==> src/rtl/tbt_trigger_table_regs.vh <==
// constants for the trigger bookkeeping table
`ifndef TBT_TRIGGER_TABLE_REGS_VH
`define TBT_TRIGGER_TABLE_REGS_VH

// ----------------------------------------
// clock
// ----------------------------------------
`define TBT_CLK_MHZ      40
`define TBT_CMD_CLK_MHZ  160

// ----------------------------------------
// table geometry
// ----------------------------------------
`define TBT_DEPTH        32
`define TBT_ID_W         5
`define TBT_PTR_W        6
`define TBT_FULL_DIFF    6'h20
`define TBT_PTR_RST      6'h00
`define TBT_PTR_ONE      6'h01
`define TBT_TMR_N        3

// ----------------------------------------
// row fields
// ----------------------------------------
`define TBT_UCODE_W      5
`define TBT_POS_W        2
`define TBT_TAG_W        7
`define TBT_BC_W         12
`define TBT_BC_RST       12'h000
`define TBT_BC_ONE       12'h001
`define TBT_DATA_W       19
`define TBT_CW_W         24
`define TBT_SYN_W        5
`define TBT_CW_RST       24'h000000

// ----------------------------------------
// external trigger path defaults
// ----------------------------------------
`define TBT_EXT_UCODE    5'h00
`define TBT_EXT_POS      2'h0

`endif

==> src/rtl/tbt_trigger_table.v <==
// trigger bookkeeping table with hamming-protected rows
`timescale 1ns/1ps
`include "tbt_trigger_table_regs.vh"
module tbt_trigger_table (
   input  wire                    mclk,
   input  wire                    reset,
   input  wire                    data_path_reset_cmd,
   input  wire                    crossing_counter_reset_cmd,
   input  wire                    cmd_bypass,
   input  wire                    cmd_trig,
   input  wire [`TBT_UCODE_W-1:0] cmd_trig_ucode,
   input  wire [`TBT_POS_W-1:0]   cmd_trig_pos,
   input  wire                    ext_trig,
   input  wire [`TBT_BC_W-1:0]    latency,
   input  wire                    rd_done,
   output reg                     matrix_trig_reg,
   output reg  [`TBT_ID_W-1:0]    matrix_trig_id_reg,
   output reg                     rd_valid_reg,
   output reg  [`TBT_ID_W-1:0]    rd_id_reg,
   output reg  [`TBT_TAG_W-1:0]   rd_tag_reg,
   output reg  [`TBT_BC_W-1:0]    rd_bcid_reg,
   output reg                     corrected_reg,
   output reg                     full_reg,
   output reg                     overflow_reg,
   output reg  [`TBT_BC_W-1:0]    bc_count_reg
);

   // -------------------------------------
   // hamming helpers
   // -------------------------------------
   // encode data into positions 1..24, parity at powers of two
   function [`TBT_CW_W-1:0] ham_enc;
      input [`TBT_DATA_W-1:0] d;
      integer pos;
      integer di;
      integer p;
      reg [`TBT_CW_W-1:0] cw;
      begin
         cw = `TBT_CW_RST;
         di = 0;
         for (pos = 1; pos <= `TBT_CW_W; pos = pos + 1) begin
            if ((pos & (pos - 1)) != 0) begin
               cw[pos-1] = d[di];
               di = di + 1;
            end
         end
         for (p = 0; p < `TBT_SYN_W; p = p + 1) begin
            for (pos = 1; pos <= `TBT_CW_W; pos = pos + 1) begin
               if (((pos >> p) & 1) == 1 && pos != (1 << p))
                  cw[(1<<p)-1] = cw[(1<<p)-1] ^ cw[pos-1];
            end
         end
         ham_enc = cw;
      end
   endfunction

   // syndrome: position of a single flipped bit, zero if clean
   function [`TBT_SYN_W-1:0] ham_syn;
      input [`TBT_CW_W-1:0] cw;
      integer pos;
      integer p;
      reg [`TBT_SYN_W-1:0] s;
      begin
         s = {`TBT_SYN_W{1'b0}};
         for (p = 0; p < `TBT_SYN_W; p = p + 1) begin
            for (pos = 1; pos <= `TBT_CW_W; pos = pos + 1) begin
               if (((pos >> p) & 1) == 1)
                  s[p] = s[p] ^ cw[pos-1];
            end
         end
         ham_syn = s;
      end
   endfunction

   // correct one bit and pull the data back out
   function [`TBT_DATA_W-1:0] ham_dec;
      input [`TBT_CW_W-1:0] cw;
      input [`TBT_SYN_W-1:0] s;
      integer pos;
      integer di;
      reg [`TBT_CW_W-1:0] c;
      reg [`TBT_DATA_W-1:0] d;
      begin
         c = cw;
         d = {`TBT_DATA_W{1'b0}};
         di = 0;
         for (pos = 1; pos <= `TBT_CW_W; pos = pos + 1) begin
            if (s == pos)
               c[pos-1] = ~c[pos-1];
         end
         for (pos = 1; pos <= `TBT_CW_W; pos = pos + 1) begin
            if ((pos & (pos - 1)) != 0) begin
               d[di] = c[pos-1];
               di = di + 1;
            end
         end
         ham_dec = d;
      end
   endfunction

   // -------------------------------------
   // trigger source select
   // -------------------------------------
   wire                    trig;
   wire [`TBT_UCODE_W-1:0] trig_ucode;
   wire [`TBT_POS_W-1:0]   trig_pos;

   // no internal trigger source exists
   assign trig = cmd_bypass ? ext_trig : cmd_trig;
   assign trig_ucode = cmd_bypass ? `TBT_EXT_UCODE : cmd_trig_ucode;
   assign trig_pos = cmd_bypass ? `TBT_EXT_POS : cmd_trig_pos;

   // -------------------------------------
   // triplicated pointers and counter
   // -------------------------------------
   wire [`TBT_PTR_W-1:0] wp [0:`TBT_TMR_N-1];
   wire [`TBT_PTR_W-1:0] rp [0:`TBT_TMR_N-1];
   wire [`TBT_BC_W-1:0]  bc [0:`TBT_TMR_N-1];
   wire [`TBT_PTR_W-1:0] wr_v;
   wire [`TBT_PTR_W-1:0] rd_v;
   wire [`TBT_BC_W-1:0]  bc_v;
   wire [`TBT_PTR_W-1:0] wr_next;
   wire [`TBT_PTR_W-1:0] rd_next;
   wire [`TBT_BC_W-1:0]  bc_next;
   wire [`TBT_PTR_W-1:0] occ;
   wire [`TBT_PTR_W-1:0] occ_next;
   wire                  is_full;
   wire                  push;
   wire                  pop;
   wire                  drop;
   wire                  fwd;
   wire                  head_live;

   // bitwise two-of-three vote, one upset copy is outvoted
   genvar b;
   generate
      for (b = 0; b < `TBT_PTR_W; b = b + 1) begin : vote_ptr
         assign wr_v[b] = (wp[0][b] & wp[1][b]) | (wp[0][b] & wp[2][b])
                          | (wp[1][b] & wp[2][b]);
         assign rd_v[b] = (rp[0][b] & rp[1][b]) | (rp[0][b] & rp[2][b])
                          | (rp[1][b] & rp[2][b]);
      end
      for (b = 0; b < `TBT_BC_W; b = b + 1) begin : vote_bc
         assign bc_v[b] = (bc[0][b] & bc[1][b]) | (bc[0][b] & bc[2][b])
                          | (bc[1][b] & bc[2][b]);
      end
   endgenerate

   // occupancy and accept decisions
   assign occ = wr_v - rd_v;
   assign is_full = (occ == `TBT_FULL_DIFF);
   assign push = trig & ~is_full;
   assign pop = rd_done & rd_valid_reg;
   assign drop = trig & is_full;

   // next pointer and counter values
   assign wr_next = push ? wr_v + `TBT_PTR_ONE : wr_v;
   assign rd_next = pop ? rd_v + `TBT_PTR_ONE : rd_v;
   assign bc_next = crossing_counter_reset_cmd ? `TBT_BC_RST
                                               : bc_v + `TBT_BC_ONE;
   assign occ_next = wr_next - rd_next;

   // forward a row written this edge; head counts only while held
   assign fwd = push && (wr_v == rd_next);
   assign head_live = (occ_next != `TBT_PTR_RST);

   // each copy reloads from the vote, scrubbing a single upset
   genvar k;
   generate
      for (k = 0; k < `TBT_TMR_N; k = k + 1) begin : tmr
         reg [`TBT_PTR_W-1:0] wp_reg;
         reg [`TBT_PTR_W-1:0] rp_reg;
         reg [`TBT_BC_W-1:0]  bc_reg;
         assign wp[k] = wp_reg;
         assign rp[k] = rp_reg;
         assign bc[k] = bc_reg;
         always @(posedge mclk or posedge reset) begin
            if (reset) begin
               wp_reg <= `TBT_PTR_RST;
               rp_reg <= `TBT_PTR_RST;
               bc_reg <= `TBT_BC_RST;
            end else if (data_path_reset_cmd) begin
               wp_reg <= `TBT_PTR_RST;
               rp_reg <= `TBT_PTR_RST;
               bc_reg <= `TBT_BC_RST;
            end else begin
               wp_reg <= wr_next;
               rp_reg <= rd_next;
               bc_reg <= bc_next;
            end
         end
      end
   endgenerate

   // -------------------------------------
   // row storage
   // -------------------------------------
   reg  [`TBT_CW_W-1:0]   mem [0:`TBT_DEPTH-1];
   wire [`TBT_BC_W-1:0]   row_bcid;
   wire [`TBT_DATA_W-1:0] row_data;
   wire [`TBT_CW_W-1:0]   row_cw;
   wire [`TBT_TAG_W-1:0]  row_tag;
   wire                   fill_en;
   wire                   wipe_en;

   // crossing of the hits: counter plus offset minus latency
   assign row_bcid = bc_v + {{(`TBT_BC_W-`TBT_POS_W){1'b0}}, trig_pos}
                     - latency;
   assign row_tag = {trig_ucode, trig_pos};
   assign row_data = {row_tag, row_bcid};
   assign row_cw = ham_enc(row_data);

   // no row changes while the data path is being cleared
   assign fill_en = push && !data_path_reset_cmd;
   assign wipe_en = pop && !data_path_reset_cmd;

   // fill on push, wipe the row just read out
   always @(posedge mclk) begin
      if (fill_en)
         mem[wr_v[`TBT_ID_W-1:0]] <= row_cw;
      if (wipe_en)
         mem[rd_v[`TBT_ID_W-1:0]] <= `TBT_CW_RST;
   end

   // -------------------------------------
   // head of table, read with correction
   // -------------------------------------
   wire [`TBT_CW_W-1:0]   head_cw;
   wire [`TBT_SYN_W-1:0]  head_syn;
   wire [`TBT_DATA_W-1:0] head_data;
   wire [`TBT_TAG_W-1:0]  head_tag;
   wire [`TBT_BC_W-1:0]   head_bcid;
   wire                   head_bad;

   // forward a row written this cycle so readout never stalls
   assign head_cw = fwd ? row_cw : mem[rd_next[`TBT_ID_W-1:0]];
   assign head_syn = ham_syn(head_cw);
   assign head_data = ham_dec(head_cw, head_syn);

   // split the corrected row back into its fields
   assign head_tag = head_data[`TBT_DATA_W-1:`TBT_BC_W];
   assign head_bcid = head_data[`TBT_BC_W-1:0];
   assign head_bad = (head_syn != {`TBT_SYN_W{1'b0}});

   // -------------------------------------
   // output registers
   // -------------------------------------
   // pulse and row index towards the pixel matrix
   always @(posedge mclk or posedge reset) begin
      if (reset) begin
         matrix_trig_reg <= 1'b0;
         matrix_trig_id_reg <= {`TBT_ID_W{1'b0}};
      end else if (data_path_reset_cmd) begin
         matrix_trig_reg <= 1'b0;
         matrix_trig_id_reg <= {`TBT_ID_W{1'b0}};
      end else begin
         matrix_trig_reg <= push;
         matrix_trig_id_reg <= wr_v[`TBT_ID_W-1:0];
      end
   end

   // readout side: valid while any row is held
   always @(posedge mclk or posedge reset) begin
      if (reset) begin
         rd_valid_reg <= 1'b0;
         rd_id_reg <= {`TBT_ID_W{1'b0}};
      end else if (data_path_reset_cmd) begin
         rd_valid_reg <= 1'b0;
         rd_id_reg <= {`TBT_ID_W{1'b0}};
      end else begin
         rd_valid_reg <= head_live;
         rd_id_reg <= rd_next[`TBT_ID_W-1:0];
      end
   end

   // head fields, held at zero while the table is empty
   always @(posedge mclk or posedge reset) begin
      if (reset) begin
         rd_tag_reg <= {`TBT_TAG_W{1'b0}};
         rd_bcid_reg <= `TBT_BC_RST;
         corrected_reg <= 1'b0;
      end else if (data_path_reset_cmd) begin
         rd_tag_reg <= {`TBT_TAG_W{1'b0}};
         rd_bcid_reg <= `TBT_BC_RST;
         corrected_reg <= 1'b0;
      end else if (head_live) begin
         rd_tag_reg <= head_tag;
         rd_bcid_reg <= head_bcid;
         corrected_reg <= head_bad;
      end else begin
         rd_tag_reg <= {`TBT_TAG_W{1'b0}};
         rd_bcid_reg <= `TBT_BC_RST;
         corrected_reg <= 1'b0;
      end
   end

   // status: full level and sticky overflow
   always @(posedge mclk or posedge reset) begin
      if (reset) begin
         full_reg <= 1'b0;
         overflow_reg <= 1'b0;
      end else if (data_path_reset_cmd) begin
         full_reg <= 1'b0;
         overflow_reg <= 1'b0;
      end else begin
         full_reg <= (occ_next == `TBT_FULL_DIFF);
         overflow_reg <= overflow_reg | drop;
      end
   end

   // copy of the voted crossing counter
   always @(posedge mclk or posedge reset) begin
      if (reset)
         bc_count_reg <= `TBT_BC_RST;
      else if (data_path_reset_cmd)
         bc_count_reg <= `TBT_BC_RST;
      else
         bc_count_reg <= bc_next;
   end

endmodule

==> config.mk <==
export PLATFORM = sky130hd
export DESIGN_NAME = tbt_trigger_table
export DESIGN_NICKNAME = d
export VERILOG_FILES = /design/src/rtl/tbt_trigger_table.v
export VERILOG_INCLUDE_DIRS = /design/src /design/src/rtl
export SDC_FILE = /design/constraint.sdc
export NUM_CORES = 2
export LEC_CHECK = 0
export ABC_AREA = 1
export BUFFER_PORTS_ARGS = -buffer_cell sky130_fd_sc_hd__buf_2
export CORE_MARGIN = 4
export CORE_UTILIZATION = 55
export CTS_CLUSTER_DIAMETER = 120
export CTS_CLUSTER_SIZE = 40
export DETAILED_ROUTE_END_ITERATION = 10
export PLACE_DENSITY_LB_ADDON = 0.05
export SLEW_MARGIN = 40
export SYNTH_ARGS = -nofsm -noshare
export SYNTH_HDL_FRONTEND = slang
export SYNTH_SLANG_ARGS = --single-unit
==> constraint.sdc <==
create_clock -name mclk -period 6.95 [get_ports mclk]
set_input_delay 0 -clock mclk [delete_from_list [all_inputs] [get_ports mclk]]
set_output_delay 0 -clock mclk [all_outputs]
set_load 0.02 [all_outputs]
Yosys cells after proc, flatten, opt, wreduce, memory -nomap -nowiden. Memories as Yosys holds them, arrays and structs flattened. Cells that the tools add are included.

Output and inout bits: 46. Bits in writable memories: 768. Flip-flop bits (word level): 58. Word-level logic and storage cells: 210. Memories: 1. Input port bits: 27.

Multiplexer cells: 45. $add $sub $neg: 7. Bitwise logic cells: 117. Equality and inequality tests: 22. Reduce and logical (&&, ||, !) cells: 6.

Memory list: mem (depth 32, width 24, rd ports 1, clocked after Yosys merged registers in 0, write ports 2, line tbt_trigger_table.v:198) `` reg [`TBT_CW_W-1:0] mem [0:`TBT_DEPTH-1]; ``.

Operator list (count): 1-bit bitwise XOR (93); 12-bit two-way mux (4); 5-bit equality test (second input constant) (8); 5-bit by 4-bit equality test with 1-bit output (second input constant) (7); 1-bit two-way mux (30); 24-bit two-way mux (1); 6-bit two-way mux (4); 1-bit NOT (20); 5-bit by 3-bit equality test with 1-bit output (second input constant) (3); 5-bit two-way mux (3); 7-bit two-way mux (2); 12-bit by 1-bit adder with 12-bit output (second input constant) (1); 12-bit by 2-bit adder with 12-bit output (1); 6-bit by 1-bit adder with 6-bit output (second input constant) (2); 6-bit equality test (second input constant) (2); 12-bit subtractor (1); 6-bit subtractor (2); 6-bit equality test (1); 6-bit nonzero test (1); 5-bit by 2-bit equality test with 1-bit output (second input constant) (1); 5-bit nonzero test (1); 1-bit bitwise AND (3); 1-bit logical AND (3); 2-bit two-way mux (1); 2 further kinds (2).

Longest topological paths before layout.
Depth after elaboration: 29. Gate-level depth with buffers: 40.

Least setup slack after synthesis. OpenSTA, ideal clock, no wires.

Path type: reg-to-reg. Start: register, netlist name rd_id_reg[2]. End: register rd_bcid_reg[0]. Path buffers: 2. Clock period less this slack: 3.867 ns. Stages on the path, launching flop included: 29. Data arrival time: 3.796 ns. Setup slack: 3.083 ns. Cell sequence: dfrtp_1 buf_4 inv_1 ha_1 nand2_1 nor2_1 nand2_1 nand3_1 nand2_1 nand3_1 nor2_1 nor2_2 inv_1 o21ai_0 ha_1 inv_1 nor2_1 nor2_1 inv_1 a21oi_1 o21bai_1 a21oi_1 xor2_1 xor2_1 nor3b_1 nor2_1 clkbuf_1 nand2_1 nor2_1.

RTL lines: end signal, assigned (line tbt_trigger_table.v:280) `` rd_bcid_reg <= `TBT_BC_RST; ``; end signal, assigned (line tbt_trigger_table.v:284) `` rd_bcid_reg <= `TBT_BC_RST; ``; end signal, assigned (line tbt_trigger_table.v:288) `rd_bcid_reg <= head_bcid;`; end, declared (line tbt_trigger_table.v:21) `` output reg [`TBT_BC_W-1:0] rd_bcid_reg, ``.

==> reports/metrics.yaml <==
synth_edf_count: 0
grt_first_pass_wirelength_um: 219000
dp_cells: 6468
synthToLayoutAreaGrowth_pct: 3.43
ratio_of_cells_with_drive_above_1_in_the_final_layout_pct: 5.09
clkSlewWorstSetupHoldPaths_ns: 0.15
finalHoldViolations: 1
synth_seq_cells: 821
vdd.ir_drop.worst_mv: 0.481
tightest_slew_ns: 0.996
critical_path.slowest_cell: "inv_2"
syn_area_per_cell_sq_um: 6.91
die_width_um: 278
dp_hpwl_um: 91600
grt_setup_unrepaired: "no"
syn-instance-count: 5807
cp.required_ns: 7.53
nNetsFinal: 5627
clock-sinks: 821
max-cap-violations: 0
grt_max_degree: 194
routed_via_density: 5.97
max_buffers_root_to_sink: 3
leakagePower_nw: 18.5
finalSetupTns_ns: 0
netlist-cell-type-count: 43
placement_rows: 98
gr-total-overflow: 0
drtIter0Drc: 4761
ant_nets: 0
largest_register_ff_count: 768
clock-root-buffer: "clkbuf_16"
failed_checks: "hold timing"
post_drt_wl_per_cell_um: 22.3
worst_path_largest_cell_delay_ns: 0.75
cts_tree: "built"
final_ws_setup_ns: 1.71
post_cts.resized_instances: 0
routabilityCongestion: 0.948
fp.dieH_um: 278
timing.final.crit_share_pct: 75.4
crit_top_cell: "nand2_1"
dr.pass1.iters: 7
synth_fp_nets: 5876
sequential_fraction_of_the_synthesis_area_pct: 41.6
top_level_ports: 73
vias_in_the_first_global_route: 34656
timing.critical_path.cells: "nand3_4 -> o21ai_1 -> nand2_4 -> inv_2 -> buf_12 -> nand3_1 -> nand3_1 -> nand3_1 -> nand2_2 -> nand2_1 -> nand2_1 -> nand3_1 -> nand2_1 -> inv_1 -> nand2_1 -> nand3_1 -> nand2_1 -> nand2_1 -> nor2_4 -> nand2_1 -> nand2_1 -> inv_1 -> nor2_1"
die-area_sq_um: 77400
timing.critical_path.arrival_ns: 5.82
power.density_nw_per_um2: 293
drt_wl_total_um: 145000
syn-cell-area_sq_um: 40100
number_of_antenna_violations_at_the_first_check_in_global_routing: 3
fin_hold_ws_ns: -0.0189
r2r_slack_ns: 1.71
finalMaxSlewViolations: 0
status: "complete, but fails checks"
totalPowerFinal_mw: 12.2
critPathKind: "register to register"
drc: 0
synth-warning-count: 0
dr_total_vias: 38927
dp_worst_setup_slack_ns: 1.94
critPathMaxFanout: 46
timing.critical_path.to_type: "register"
hold_bufs_inserted_after_cts: 13
portBuffers: 72
fmax_mhz: 191
post_cts.repair.setup_buffers: 0
final.min_clock_period_ns: 5.24
worstPathBufferInverterCount: 4
cp-start-kind: "register"
post_layout_nonfiller_instances: 6515
hp-class: "input port to register"
timing.slew.headroom_pct: 33.6
clock_skew_ns: 0.0529
grt_util_all_layers_pct: 36.1
starting_density_pct: 55.9
core_area_sq_um: 71900
cts-htree-levels: 1
finalSetupViolations: 0
crit_family: "simple AND/OR/NAND/NOR gates"
insertion_delay_ns: 0.67
asyncSetResetFlopFracSynth_pct: 6.46
postSynth.topFlopCell: "dfxtp_1"
tritoncts.num_buffers: 25
## placed cells by master, fill, tap and decap left out, types with 29 or more instances in the layout
cell | Yosys | final
o21bai_1 | 29 | 29
dfxtp_1 | 768 | 768
buf_2 | 113 | 72
buf_4 | 28 | 83
nand2_1 | 962 | 953
nor2_1 | 157 | 133
inv_1 | 722 | 713
a21oi_1 | 837 | 837
nand3_1 | 635 | 635
o21ai_0 | 854 | 854
dfrtp_1 | 53 | 53
ha_1 | 40 | 40
o211ai_1 | 139 | 139
## routing by layer
| metal | wire (um) | part of all wire [%] | track usage (%) | vias to the layer above |
|---|---|---|---|---|
| li1 | - | - | - | 18626 |
| met1 | 61800 | 42 | 51.7 | 18147 |
| met2 | 60900 | 42 | 53.5 | 1840 |
| met3 | 14500 | 10 | 5.67 | 310 |
| met4 | 8280 | 5.7 | 16.8 | 4 |
| met5 | 27 | 0.019 | 0 | - |
## power by group
part	switching [mW]	total (mW)	internal, mW
Combinational	3.26	4.54	1.28
Sequential	0.204	5.42	5.22
Clock	1.51	2.21	0.693
Total	4.98	12.2	7.19
## metrics by stage
step	utilization, %	hold WS, ns	instance area (sq um)
final	57.8	-0.0189	41500
after global routing	57.8	0.0219	41500
after CTS	57.8	0.000713	41500
after detailed placement	56.6	0.235	40600
after global placement	56.5	0.227	40600
after floorplan	-	0.112	40100
## Yosys cell counts (2+ instances only)
library cell,instances,area share [%]
a21oi_1,837,10
a31oi_1,3,0.047
buf_1,12,0.11
buf_2,113,1.4
buf_4,28,0.52
buf_6,9,0.25
clkbuf_1,289,2.7
clkinv_1,9,0.084
dfrtp_1,53,3.3
dfxtp_1,768,38
fa_1,2,0.10
ha_1,40,1.2
inv_1,722,6.8
inv_2,7,0.065
nand2_1,962,9.0
nand2_2,17,0.26
nand2_4,3,0.084
nand3_1,635,7.9
nand3_2,2,0.050
nand3b_1,15,0.28
nand4_1,5,0.078
nor2_1,157,1.5
nor2_2,7,0.11
nor2_4,2,0.056
nor3_1,20,0.25
nor3b_1,2,0.037
o211ai_1,139,2.6
o21a_1,21,0.39
o21ai_0,854,11
o21ai_1,8,0.10
o21bai_1,29,0.54
o31ai_1,4,0.075
xnor2_1,5,0.11
xor2_1,19,0.41
## logic make-up (layout without fill, tap and decap cells)
logic type      count (synthesis)  after routing  share of synthesized area, %
mux                             1              1                        0.0249
xor+xnor                       24             24                         0.524
simple gates                 1831           1831                          19.7
other cells                     0              1                             0
buf+inv                      1190            947                          11.9
compound gates               1898           1898                          24.9
fa+ha+maj                      42             42                          1.35
flops                         821            821                          41.6
## final cells by class
cell class	count	area (sq um)
diodes	1	2.50
flip-flops and latches	821	16700
well taps	950	1190
clock buffers	28	647
inverters	739	2780
multi-input cells	3796	18900
clock inverters	5	70.1
fillers	7078	30300
repair buffers	175	1250
## worst reg2reg max path: stages, from the launching register on
cell,delay (ns)
dfrtp_1,0.54
nand3_4,0.21
o21ai_1,0.30
nand2_4,0.47
inv_2,0.79
buf_12,0.29
nand3_1,0.31
nand3_1,0.38
nand3_1,0.15
nand2_2,0.17
nand2_1,0.09
nand2_1,0.11
nand3_1,0.07
nand2_1,0.08
inv_1,0.05
nand2_1,0.07
nand3_1,0.06
nand2_1,0.34
nand2_1,0.20
nor2_4,0.21
nand2_1,0.07
nand2_1,0.06
inv_1,0.04
nor2_1,0.10
## worst paths after layout
check                                         start                        end  depth (start not counted)
setup / recovery             rd_id_reg[0]$_DFF_PP0_   rd_bcid_reg[8]$_DFF_PP0_                         23
hold / removal                             ext_trig     overflow_reg$_DFF_PP0_                          4
setup reg to reg             rd_id_reg[0]$_DFF_PP0_   rd_bcid_reg[8]$_DFF_PP0_                         23
hold reg to reg            mem[15][21]$_SDFFE_PP0P_   mem[15][21]$_SDFFE_PP0P_                          2
max in group asynchronous                     reset  bc_count_reg[0]$_DFF_PP0_                          4
min in group asynchronous                     reset  bc_count_reg[6]$_DFF_PP0_                          4
Power figures use the tool's default switching activity.
